File: config.mk
export PLATFORM = sky130hd
export DESIGN_NAME = serial_port_buffer_status
export DESIGN_NICKNAME = d
export VERILOG_FILES = /design/src/inc/spb_pkg.sv /design/src/rtl/serial_port_buffer_status.sv
export SDC_FILE = /design/constraint.sdc
export NUM_CORES = 1
export LEC_CHECK = 0
export BUFFER_PORTS_ARGS = -buffer_cell sky130_fd_sc_hd__buf_4
export CORE_UTILIZATION = 31
export CTS_CLUSTER_DIAMETER = 50
export DETAILED_ROUTE_END_ITERATION = 10
export GPL_ROUTABILITY_DRIVEN = 1
export SYNTH_ARGS = -nofsm -noshare
export SYNTH_HDL_FRONTEND = slang
export SYNTH_SLANG_ARGS = --single-unit
File: constraint.sdc
create_clock -name clk_i -period 4.1 [get_ports clk_i]
set_input_delay 1.025 -clock clk_i [delete_from_list [all_inputs] [get_ports clk_i]]
set_output_delay 1.025 -clock clk_i [all_outputs]
set_load 0.02 [all_outputs]
File: src/inc/spb_pkg.sv
// Purpose: Shared constants and carrier types for the serial port buffer
//          status block.
// Assumes: Byte addresses on a 16-bit Wishbone address, 32-bit data.
// Notes:   Alias registers sit at base plus 0x4, 0x8 and 0xC.
package spb_pkg;

    // Bus and storage geometry.
    localparam int ADR_W  = 16;
    localparam int DATA_W = 32;
    localparam int DEPTH  = 4;
    localparam int PTR_W  = 2;
    localparam int CNT_W  = 5;

    // Register base addresses.
    localparam logic [15:0] ADR_CTRL    = 16'h8100;
    localparam logic [15:0] ADR_FLAGS   = 16'h8110;
    localparam logic [15:0] ADR_DATA    = 16'h8120;
    localparam logic [15:0] ADR_RATE    = 16'h8130;
    localparam logic [15:0] ADR_CTRL2   = 16'h8140;
    localparam logic [15:0] ADR_IRQ_STS = 16'h8150;
    localparam logic [15:0] ADR_IRQ_MSK = 16'h8160;

    // Access kind taken from address bits 3:2.
    localparam logic [1:0] KIND_PLAIN = 2'h0;
    localparam logic [1:0] KIND_CLR   = 2'h1;
    localparam logic [1:0] KIND_SET   = 2'h2;
    localparam logic [1:0] KIND_INV   = 2'h3;

    // Writable bits and reset values.
    localparam logic [31:0] CTRL_WMASK  = 32'hFF83_BFFF;
    localparam logic [31:0] RATE_WMASK  = 32'h0000_1FFF;
    localparam logic [31:0] CTRL2_WMASK = 32'h0000_9F8B;
    localparam logic [31:0] IRQ_WMASK   = 32'h0000_0003;
    localparam logic [31:0] REG_RST     = 32'h0000_0000;
    localparam logic [31:0] FLAGS_RST   = 32'h0000_0008;

    // Field positions.
    localparam int BIT_RX_FULL  = 0;
    localparam int BIT_TX_FULL  = 1;
    localparam int BIT_TX_EMPTY = 3;
    localparam int BIT_FIFO_SEL = 0;
    localparam int BIT_ON       = 15;
    localparam int EV_TX_MOVED  = 0;
    localparam int EV_RX_WORD   = 1;

    // Last bit index of a word on the link.
    localparam logic [CNT_W-1:0] LAST_BIT = 5'h1F;

    // One Wishbone request as seen by the slave.
    typedef struct packed {
        logic              cyc;
        logic              stb;
        logic              we;
        logic [ADR_W-1:0]  adr;
        logic [3:0]        sel;
        logic [DATA_W-1:0] dat;
    } wb_req_t;

    // Serial link pins sampled together.
    typedef struct packed {
        logic sck;
        logic sel_n;
        logic sdi;
    } link_t;

endpackage

File: src/rtl/serial_port_buffer_status.sv
// Purpose: Buffer status flags, holding buffers and register map with
//          clear, set and invert aliases for a serial peripheral port.
// Assumes: Link pins come from outside clk_i and are synchronised here;
//          the link runs as a slave, mode 0, 32-bit words, MSB first.
// Notes:   Enhanced mode uses a four-entry buffer in each direction.
//
// What this block does
// - Transmit empty flag sets when a held word moves into the shifter.
// - Writing the data buffer clears the transmit empty flag.
// - Standard mode: writing the data buffer sets the transmit full flag.
// - Standard mode: moving the held word to the shifter clears it.
// - Transmit full one means the held word has not started yet.
// - Enhanced mode: transmit full exactly when cpu write pointer+1 = read.
// - Standard mode: receive full sets when a word lands in the buffer.
// - Standard mode: reading the data buffer clears receive full.
// - Enhanced mode: receive full exactly when port write pointer+1 = read.
// - Control, rate, control 2 and interrupt mask have clear/set/invert aliases.
//
// The Wishbone register port is this design's own decision.
`timescale 1ns/1ps
module serial_port_buffer_status (
    // Clock and reset.
    input  wire logic        clk_i,
    input  wire logic        rst_i,
    // Wishbone classic slave.
    input  wire logic        cyc_i,
    input  wire logic        stb_i,
    input  wire logic        we_i,
    input  wire logic [15:0] adr_i,
    input  wire logic [3:0]  sel_i,
    input  wire logic [31:0] dat_i,
    output logic      [31:0] dat_o,
    output logic             ack_o,
    // Serial link.
    input  wire logic        sck_i,
    input  wire logic        sel_n_i,
    input  wire logic        sdi_i,
    output logic             sdo_o,
    output logic             sdo_oe_n_o,
    // Interrupt.
    output logic             irq_o
);

    // Bus request carrier and decode.
    spb_pkg::wb_req_t req;
    logic [15:0] base;
    logic [1:0]  kind;
    logic [31:0] lanes;
    logic        go;
    logic        wr_go;
    logic        rd_go;
    logic        hit_ctrl;
    logic        hit_flags;
    logic        hit_data;
    logic        hit_rate;
    logic        hit_ctrl2;
    logic        hit_ists;
    logic        hit_imsk;
    logic        buf_wr;
    logic        buf_rd;
    assign req       = '{cyc_i, stb_i, we_i, adr_i, sel_i, dat_i};
    assign base      = {req.adr[15:4], 4'h0};
    assign kind      = req.adr[3:2];
    assign lanes     = {{8{req.sel[3]}}, {8{req.sel[2]}},
                        {8{req.sel[1]}}, {8{req.sel[0]}}};
    assign go        = req.cyc && req.stb && !ack_o;
    assign wr_go     = go && req.we;
    assign rd_go     = go && !req.we;
    assign hit_ctrl  = base == spb_pkg::ADR_CTRL;
    assign hit_flags = base == spb_pkg::ADR_FLAGS;
    assign hit_data  = req.adr == spb_pkg::ADR_DATA;
    assign hit_rate  = base == spb_pkg::ADR_RATE;
    assign hit_ctrl2 = base == spb_pkg::ADR_CTRL2;
    assign hit_ists  = req.adr == spb_pkg::ADR_IRQ_STS;
    assign hit_imsk  = base == spb_pkg::ADR_IRQ_MSK;
    assign buf_wr    = wr_go && hit_data;
    assign buf_rd    = rd_go && hit_data;

    // Plain, clear, set or invert update of a register.
    function automatic logic [31:0] upd(input logic [31:0] old,
                                        input logic [31:0] wd,
                                        input logic [1:0]  k,
                                        input logic [31:0] lm,
                                        input logic [31:0] wm);
        logic [31:0] b;
        logic [31:0] r;
        b = wd & lm;
        unique case (k)
            spb_pkg::KIND_PLAIN: r = (old & ~lm) | b;
            spb_pkg::KIND_CLR:   r = old & ~b;
            spb_pkg::KIND_SET:   r = old | b;
            spb_pkg::KIND_INV:   r = old ^ b;
        endcase
        upd = (old & ~wm) | (r & wm);
    endfunction

    // Software registers.
    logic [31:0] ctrl_q;
    logic [31:0] rate_q;
    logic [31:0] ctrl2_q;
    logic [31:0] imsk_q;
    logic        enh;
    logic        port_on;
    assign enh     = ctrl_q[spb_pkg::BIT_FIFO_SEL];
    assign port_on = ctrl_q[spb_pkg::BIT_ON];

    // Writes through the base address or any alias of it.
    always_ff @(posedge clk_i) begin
        if (rst_i) begin
            ctrl_q  <= spb_pkg::REG_RST;
            rate_q  <= spb_pkg::REG_RST;
            ctrl2_q <= spb_pkg::REG_RST;
            imsk_q  <= spb_pkg::REG_RST;
        end else if (wr_go) begin
            if (hit_ctrl)
                ctrl_q <= upd(ctrl_q, req.dat, kind, lanes,
                              spb_pkg::CTRL_WMASK);
            if (hit_rate)
                rate_q <= upd(rate_q, req.dat, kind, lanes,
                              spb_pkg::RATE_WMASK);
            if (hit_ctrl2)
                ctrl2_q <= upd(ctrl2_q, req.dat, kind, lanes,
                               spb_pkg::CTRL2_WMASK);
            if (hit_imsk)
                imsk_q <= upd(imsk_q, req.dat, kind, lanes,
                              spb_pkg::IRQ_WMASK);
        end
    end

    // Link pin synchronisers; only stage two and later feed logic.
    spb_pkg::link_t meta_q;
    spb_pkg::link_t sync_q;
    spb_pkg::link_t prev_q;
    always_ff @(posedge clk_i) begin
        if (rst_i) begin
            meta_q <= '{1'b0, 1'b1, 1'b0};
            sync_q <= '{1'b0, 1'b1, 1'b0};
            prev_q <= '{1'b0, 1'b1, 1'b0};
        end else begin
            meta_q <= '{sck_i, sel_n_i, sdi_i};
            sync_q <= meta_q;
            prev_q <= sync_q;
        end
    end

    // Link edges, only while the port is on and selected.
    logic active;
    logic frame_go;
    logic sck_rise;
    logic sck_fall;
    assign active   = port_on && !sync_q.sel_n;
    assign frame_go = port_on && prev_q.sel_n && !sync_q.sel_n;
    assign sck_rise = active && !prev_q.sck && sync_q.sck;
    assign sck_fall = active && prev_q.sck && !sync_q.sck;

    // Transmit and receive storage with pointers.
    logic [31:0]      tx_mem_q [spb_pkg::DEPTH];
    logic [31:0]      rx_mem_q [spb_pkg::DEPTH];
    logic [1:0]       cpu_write_pointer_q;
    logic [1:0]       port_read_pointer_q;
    logic [1:0]       port_write_pointer_q;
    logic [1:0]       cpu_read_pointer_q;
    logic [1:0]       cw_next;
    logic [1:0]       sw_next;
    logic             tx_full_q;
    logic             tx_empty_q;
    logic             rx_full_q;
    logic             tx_full;
    logic             rx_full;
    logic             tx_avail;
    logic             rx_avail;
    logic [31:0]      shift_q;
    logic [4:0]       bit_cnt_q;
    logic             sdo_q;
    logic             word_end;
    logic             tx_move;
    logic             rx_done;
    logic [31:0]      rx_word;
    logic [31:0]      tx_word;
    assign cw_next  = cpu_write_pointer_q + 2'h1;
    assign sw_next  = port_write_pointer_q + 2'h1;
    // Full flags: standard mode is a single holding word per direction.
    assign tx_full  = enh ? (cw_next == port_read_pointer_q) : tx_full_q;
    assign rx_full  = enh ? (sw_next == cpu_read_pointer_q) : rx_full_q;
    assign tx_avail = enh ? (cpu_write_pointer_q != port_read_pointer_q) : tx_full_q;
    assign rx_avail = enh ? (port_write_pointer_q != cpu_read_pointer_q) : rx_full_q;
    assign word_end = sck_rise && bit_cnt_q == spb_pkg::LAST_BIT;
    // A held word, if any, is moved in at frame start and at every word boundary.
    assign tx_move  = (frame_go || word_end) && tx_avail;
    assign rx_done  = word_end;
    assign rx_word  = {shift_q[30:0], sync_q.sdi};
    assign tx_word  = tx_mem_q[port_read_pointer_q];

    // Buffer storage; standard mode always uses entry zero.
    always_ff @(posedge clk_i) begin
        if (buf_wr && !(enh && tx_full))
            tx_mem_q[cpu_write_pointer_q] <= upd(tx_mem_q[cpu_write_pointer_q], req.dat,
                                     spb_pkg::KIND_PLAIN, lanes,
                                     32'hFFFF_FFFF);
        if (rx_done && !(enh && rx_full))
            rx_mem_q[port_write_pointer_q] <= rx_word;
    end

    // Pointers advance only in enhanced mode and wrap by width.
    always_ff @(posedge clk_i) begin
        if (rst_i || !enh) begin
            cpu_write_pointer_q <= 2'h0;
            port_read_pointer_q <= 2'h0;
            port_write_pointer_q <= 2'h0;
            cpu_read_pointer_q <= 2'h0;
        end else begin
            if (buf_wr && !tx_full)
                cpu_write_pointer_q <= cw_next;
            if (tx_move)
                port_read_pointer_q <= port_read_pointer_q + 2'h1;
            if (rx_done && !rx_full)
                port_write_pointer_q <= sw_next;
            if (buf_rd && rx_avail)
                cpu_read_pointer_q <= cpu_read_pointer_q + 2'h1;
        end
    end

    // Hardware flags; a hardware set wins over a clear in the same cycle.
    always_ff @(posedge clk_i) begin
        if (rst_i) begin
            tx_empty_q <= spb_pkg::FLAGS_RST[spb_pkg::BIT_TX_EMPTY];
            tx_full_q  <= spb_pkg::FLAGS_RST[spb_pkg::BIT_TX_FULL];
            rx_full_q  <= spb_pkg::FLAGS_RST[spb_pkg::BIT_RX_FULL];
        end else begin
            if (tx_move)
                tx_empty_q <= 1'b1;
            else if (buf_wr)
                tx_empty_q <= 1'b0;
            if (enh)
                tx_full_q <= 1'b0;
            else if (buf_wr)
                tx_full_q <= 1'b1;
            else if (tx_move)
                tx_full_q <= 1'b0;
            if (enh)
                rx_full_q <= 1'b0;
            else if (rx_done)
                rx_full_q <= 1'b1;
            else if (buf_rd)
                rx_full_q <= 1'b0;
        end
    end

    // Shift register: sample on rising clock, present on falling clock.
    always_ff @(posedge clk_i) begin
        if (rst_i || !active) begin
            shift_q   <= 32'h0000_0000;
            bit_cnt_q <= 5'h00;
            sdo_q     <= 1'b0;
        end else begin
            if (tx_move) begin
                shift_q <= tx_word;
                if (frame_go)
                    sdo_q <= tx_word[31];
            end else if (frame_go || word_end) begin
                shift_q <= 32'h0000_0000; // Nothing held: send zeros.
                if (frame_go)
                    sdo_q <= 1'b0;
            end else if (sck_rise) begin
                shift_q <= rx_word;
            end
            if (sck_rise)
                bit_cnt_q <= bit_cnt_q + 5'h01;
            if (sck_fall)
                sdo_q <= shift_q[31];
        end
    end
    assign sdo_o      = sdo_q;
    assign sdo_oe_n_o = !active;

    // Interrupt status, cleared by a read; a new event wins the race.
    logic [31:0] ists_q;
    logic [31:0] events;
    assign events = {30'h0, rx_done, tx_move};
    always_ff @(posedge clk_i) begin
        if (rst_i)
            ists_q <= spb_pkg::REG_RST;
        else if (rd_go && hit_ists)
            ists_q <= events;
        else
            ists_q <= ists_q | events;
    end
    assign irq_o = |(ists_q & imsk_q);

    // Read selection; unmapped addresses read as zero.
    logic [31:0] flags;
    logic [31:0] rd_mux;
    assign flags = {28'h0, tx_empty_q, 1'b0, tx_full, rx_full};
    assign rd_mux =
        hit_ctrl  ? ctrl_q  :
        hit_flags ? flags   :
        hit_data  ? rx_mem_q[cpu_read_pointer_q] :
        hit_rate  ? rate_q  :
        hit_ctrl2 ? ctrl2_q :
        hit_ists  ? ists_q  :
        hit_imsk  ? imsk_q  : 32'h0000_0000;

    // One-cycle answer; ack falls the cycle after it rose.
    always_ff @(posedge clk_i) begin
        if (rst_i) begin
            ack_o <= 1'b0;
            dat_o <= 32'h0000_0000;
        end else begin
            ack_o <= go;
            if (rd_go)
                dat_o <= rd_mux;
        end
    end
endmodule // serial_port_buffer_status

==> results.sh <==
export IMPL_crit_path_max_incr_delay_ns=0.61
export IMPL_die_h_um=244
export IMPL_cell_with_the_most_instances_after_synthesis="edfxtp_1"
export IMPL_drt_iter0_drc=1050
export IMPL_insertion_delay_ns=0.55
export IMPL_ant_nets=0
export IMPL_drc=0
export IMPL_synth_seq_area_share=0.586
export IMPL_data_required_critical_path_ns=3.07
export IMPL_worst_ep_arrival_time_ns=2.11
export IMPL_replace_congestion=0.836
export IMPL_core_um2=57800
export IMPL_synth_warnings=0
export IMPL_path_clk_slew_ns=0.06
export IMPL_worst_path_max_fanout=6
export IMPL_asyncSetResetFlopFracSynth=0
export IMPL_postSynthNetCount=1516
export IMPL_cp_end_kind="output port"
export IMPL_synth_seq_cells=405
export IMPL_antenna_diodes=0
export IMPL_rrSetupSlack_ns=1.30
export IMPL_cts_tree="done"
export IMPL_fmaxAchievable_mhz=319
export IMPL_ratio_of_cells_with_drive_above_1_in_the_final_layout=0.211
export IMPL_synthCells=1395
export IMPL_critical_path_cell_chain="nor2b_1, inv_1, buf_4"
export IMPL_grt_setup_unrepaired="false"
export IMPL_num_rows=88
export IMPL_static_leakage_power_nw=6.93
export IMPL_min_delay_path_class="flip-flop to flip-flop"
export IMPL_final_max_slew_viol_count=0
export IMPL_finalCriticalPeriod_ns=3.14
export IMPL_critical_path_top_delay_family="simple AND/OR/NAND/NOR gates"
export IMPL_power_ir_vdd_worst_mv=0.315
export IMPL_finalSetupViolCount=0
export IMPL_worstMarginPinSlew_ns=0.989
export IMPL_cts_buffers_inserted=45
export IMPL_grt_start_max_net_pins=99
export IMPL_max_cap_viols=0
export IMPL_fin_total_pwr_mw=8.75
export IMPL_gr_total_overflow=0
export IMPL_drt_first_pass_iters=7
export IMPL_run_status="completed"
export IMPL_syn_mean_instance_area_um2=13.0
export IMPL_netlist_area_leader_share=0.422
export IMPL_cp_buffers_inverters=2
export IMPL_first_global_vias=11975
export IMPL_netlist_area_um2=18200
export IMPL_clock_tree_buffer_depth=3
export IMPL_detailed_place_hpwl_mm=31.3
export IMPL_ctsHoldBuffers=0
export IMPL_cts_sinks=405
export IMPL_postSynth_topFlopCell="edfxtp_1"
export IMPL_total_via_count_after_detailed_routing=12056
export IMPL_die_w_um=244
export IMPL_cpMaxStageDelayCell="nor2b_1"
export IMPL_synth_distinct_cells=60
export IMPL_worst_setup_path_type="flip-flop to output port"
export IMPL_cts_resized_gates=0
export IMPL_grt_antenna_before_repair=2
export IMPL_relSlewSlack=0.339
export IMPL_grt_pass1_wl_mm=72.0
export IMPL_grt_total_usage=0.156
export IMPL_synth_top_cell_by_area="edfxtp_1"
export IMPL_finalHoldViolations=0
export IMPL_routed_wl_mm=46.9
export IMPL_maximum_level_of_the_cts_h_tree=2
export IMPL_yosys_top_cells_area="edfxtp_1, dfxtp_1, mux4_2"
export IMPL_ctsRootBufferMaster="clkbuf_16"
export IMPL_floorplan_initialDensity=0.315
export IMPL_cp_start_kind="flip-flop"
export IMPL_final_min_period_over_clock_period=0.765
export IMPL_placement_io_buffers=95
export IMPL_cellPowerDensity_nw_per_um2=411
export IMPL_avgViaCountPerCell=5.31
export IMPL_area_growth_syn_to_layout_pct=17.1
export IMPL_synthTopCellsByCount="edfxtp_1, dfxtp_1, nor2_1, o21ai_0, mux4_2"
export IMPL_tns_ns=0
export IMPL_cts_setup_buffers=0
export IMPL_layout_nets=1589
export IMPL_floorplan_die_area_um2=59700
export IMPL_routed_wire_length_per_instance_um=20.7
export IMPL_synth_enable_flop_cells=256
export IMPL_final_clock_skew_ns=0.0147
export IMPL_design_portCount=96
cells in the final DEF (no fill, tap or decap), types with 5 or more instances in the layout:
master / n
a211oi_1: 13
a21oi_1: 61
a221oi_1: 43
a222oi_1: 11
a22o_1: 15
a22oi_1: 25
a2bb2oi_1: 5
and2_1: 9
buf_4: 125
clkbuf_1: 9
clkbuf_16: 48
clkinv_1: 7
dfxtp_1: 146
edfxtp_1: 256
ha_1: 61
inv_1: 36
mux2_2: 6
mux4_2: 96
nand2_1: 80
nand2b_1: 19
nand3_1: 11
nand4_1: 5
nor2_1: 126
nor2b_1: 31
nor3_1: 14
o211ai_1: 15
o21ai_0: 118
o32ai_1: 6
xnor2_1: 10
xor2_1: 5
power breakdown:
part / internal, mW / switching, mW
registers: 4.32 / 0.00963
clock network: 2.47 / 1.61
logic: 0.122 / 0.219
metal layers:
metal / vias up / track usage / share of wire
li1: 5527 / - / -
met1: 6080 / 0.218 / 0.45
met2: 386 / 0.252 / 0.47
met3: 61 / 0.0224 / 0.060
met4: 2 / 0.0412 / 0.018
met5: - / 0 / 0.00019
kinds of logic after synthesis:
group                    after synthesis  synth area share
flip-flops                           405             0.586
XOR/XNOR                              15           0.00722
buffers and inverters                138            0.0298
AND/OR/NAND/NOR                      332            0.0886
multiplexers                         106             0.125
AO/OA/AOI/OAI                        338             0.122
adder cells (fa/ha/maj)               61            0.0419
path summary, 6_finish.rpt:
path,startpoint,cells past startpoint,endpoint
worst max-delay path,ctrl_q[15]$_SDFFE_PP0P_,3,sdo_oe_n_o
worst min-delay path,meta_q[1]$_SDFF_PP1_,1,sync_q[1]$_SDFF_PP1_
worst max register to register,ctrl_q[15]$_SDFFE_PP0P_,5,rx_mem_q[0][10]$_DFFE_PP_
worst min register to register,meta_q[1]$_SDFF_PP1_,1,sync_q[1]$_SDFF_PP1_
layout make-up:
class                           instances  area, µm²
Clock inverter                         23        235
Timing Repair Buffer                  128        998
Fill cell                            5523      36500
Sequential cell                       405      10700
Clock buffer                           61       1290
Multi-Input combinational cell        852       7030
Inverter                               36        135
Tap cell                              765        957
sequential cells by signal, indices dropped and copies added, names as in the netlist, 2 cells and up, named ones only:
| name | cells |
|---|---|
| port_write_pointer_q | 2 |
| prev_q | 2 |
| ists_q | 2 |
| bit_cnt_q | 5 |
| tx_mem_q | 128 |
| meta_q | 3 |
| cpu_write_pointer_q | 2 |
| imsk_q | 2 |
| rx_mem_q | 128 |
| port_read_pointer_q | 2 |
| sync_q | 2 |
| shift_q | 32 |
| cpu_read_pointer_q | 2 |
| rate_q | 13 |
| dat_o | 32 |
| ctrl_q | 26 |
| ctrl2_q | 10 |
per-stage QoR:
stage	hold slack [ns]	std cells	area, µm²	setup slack, ns	utilization
after global routing	0.454	2270	21300	0.792	0.369
after detailed placement	0.414	2186	19800	0.811	0.342
after global placement	0.420	2186	19800	0.810	0.342
final	0.421	2270	21300	0.962	0.369
after floorplan	0.389	1395	18200	0.604	-
after CTS	0.426	2270	21300	0.888	0.369
(Power assumes the default switching activity.)
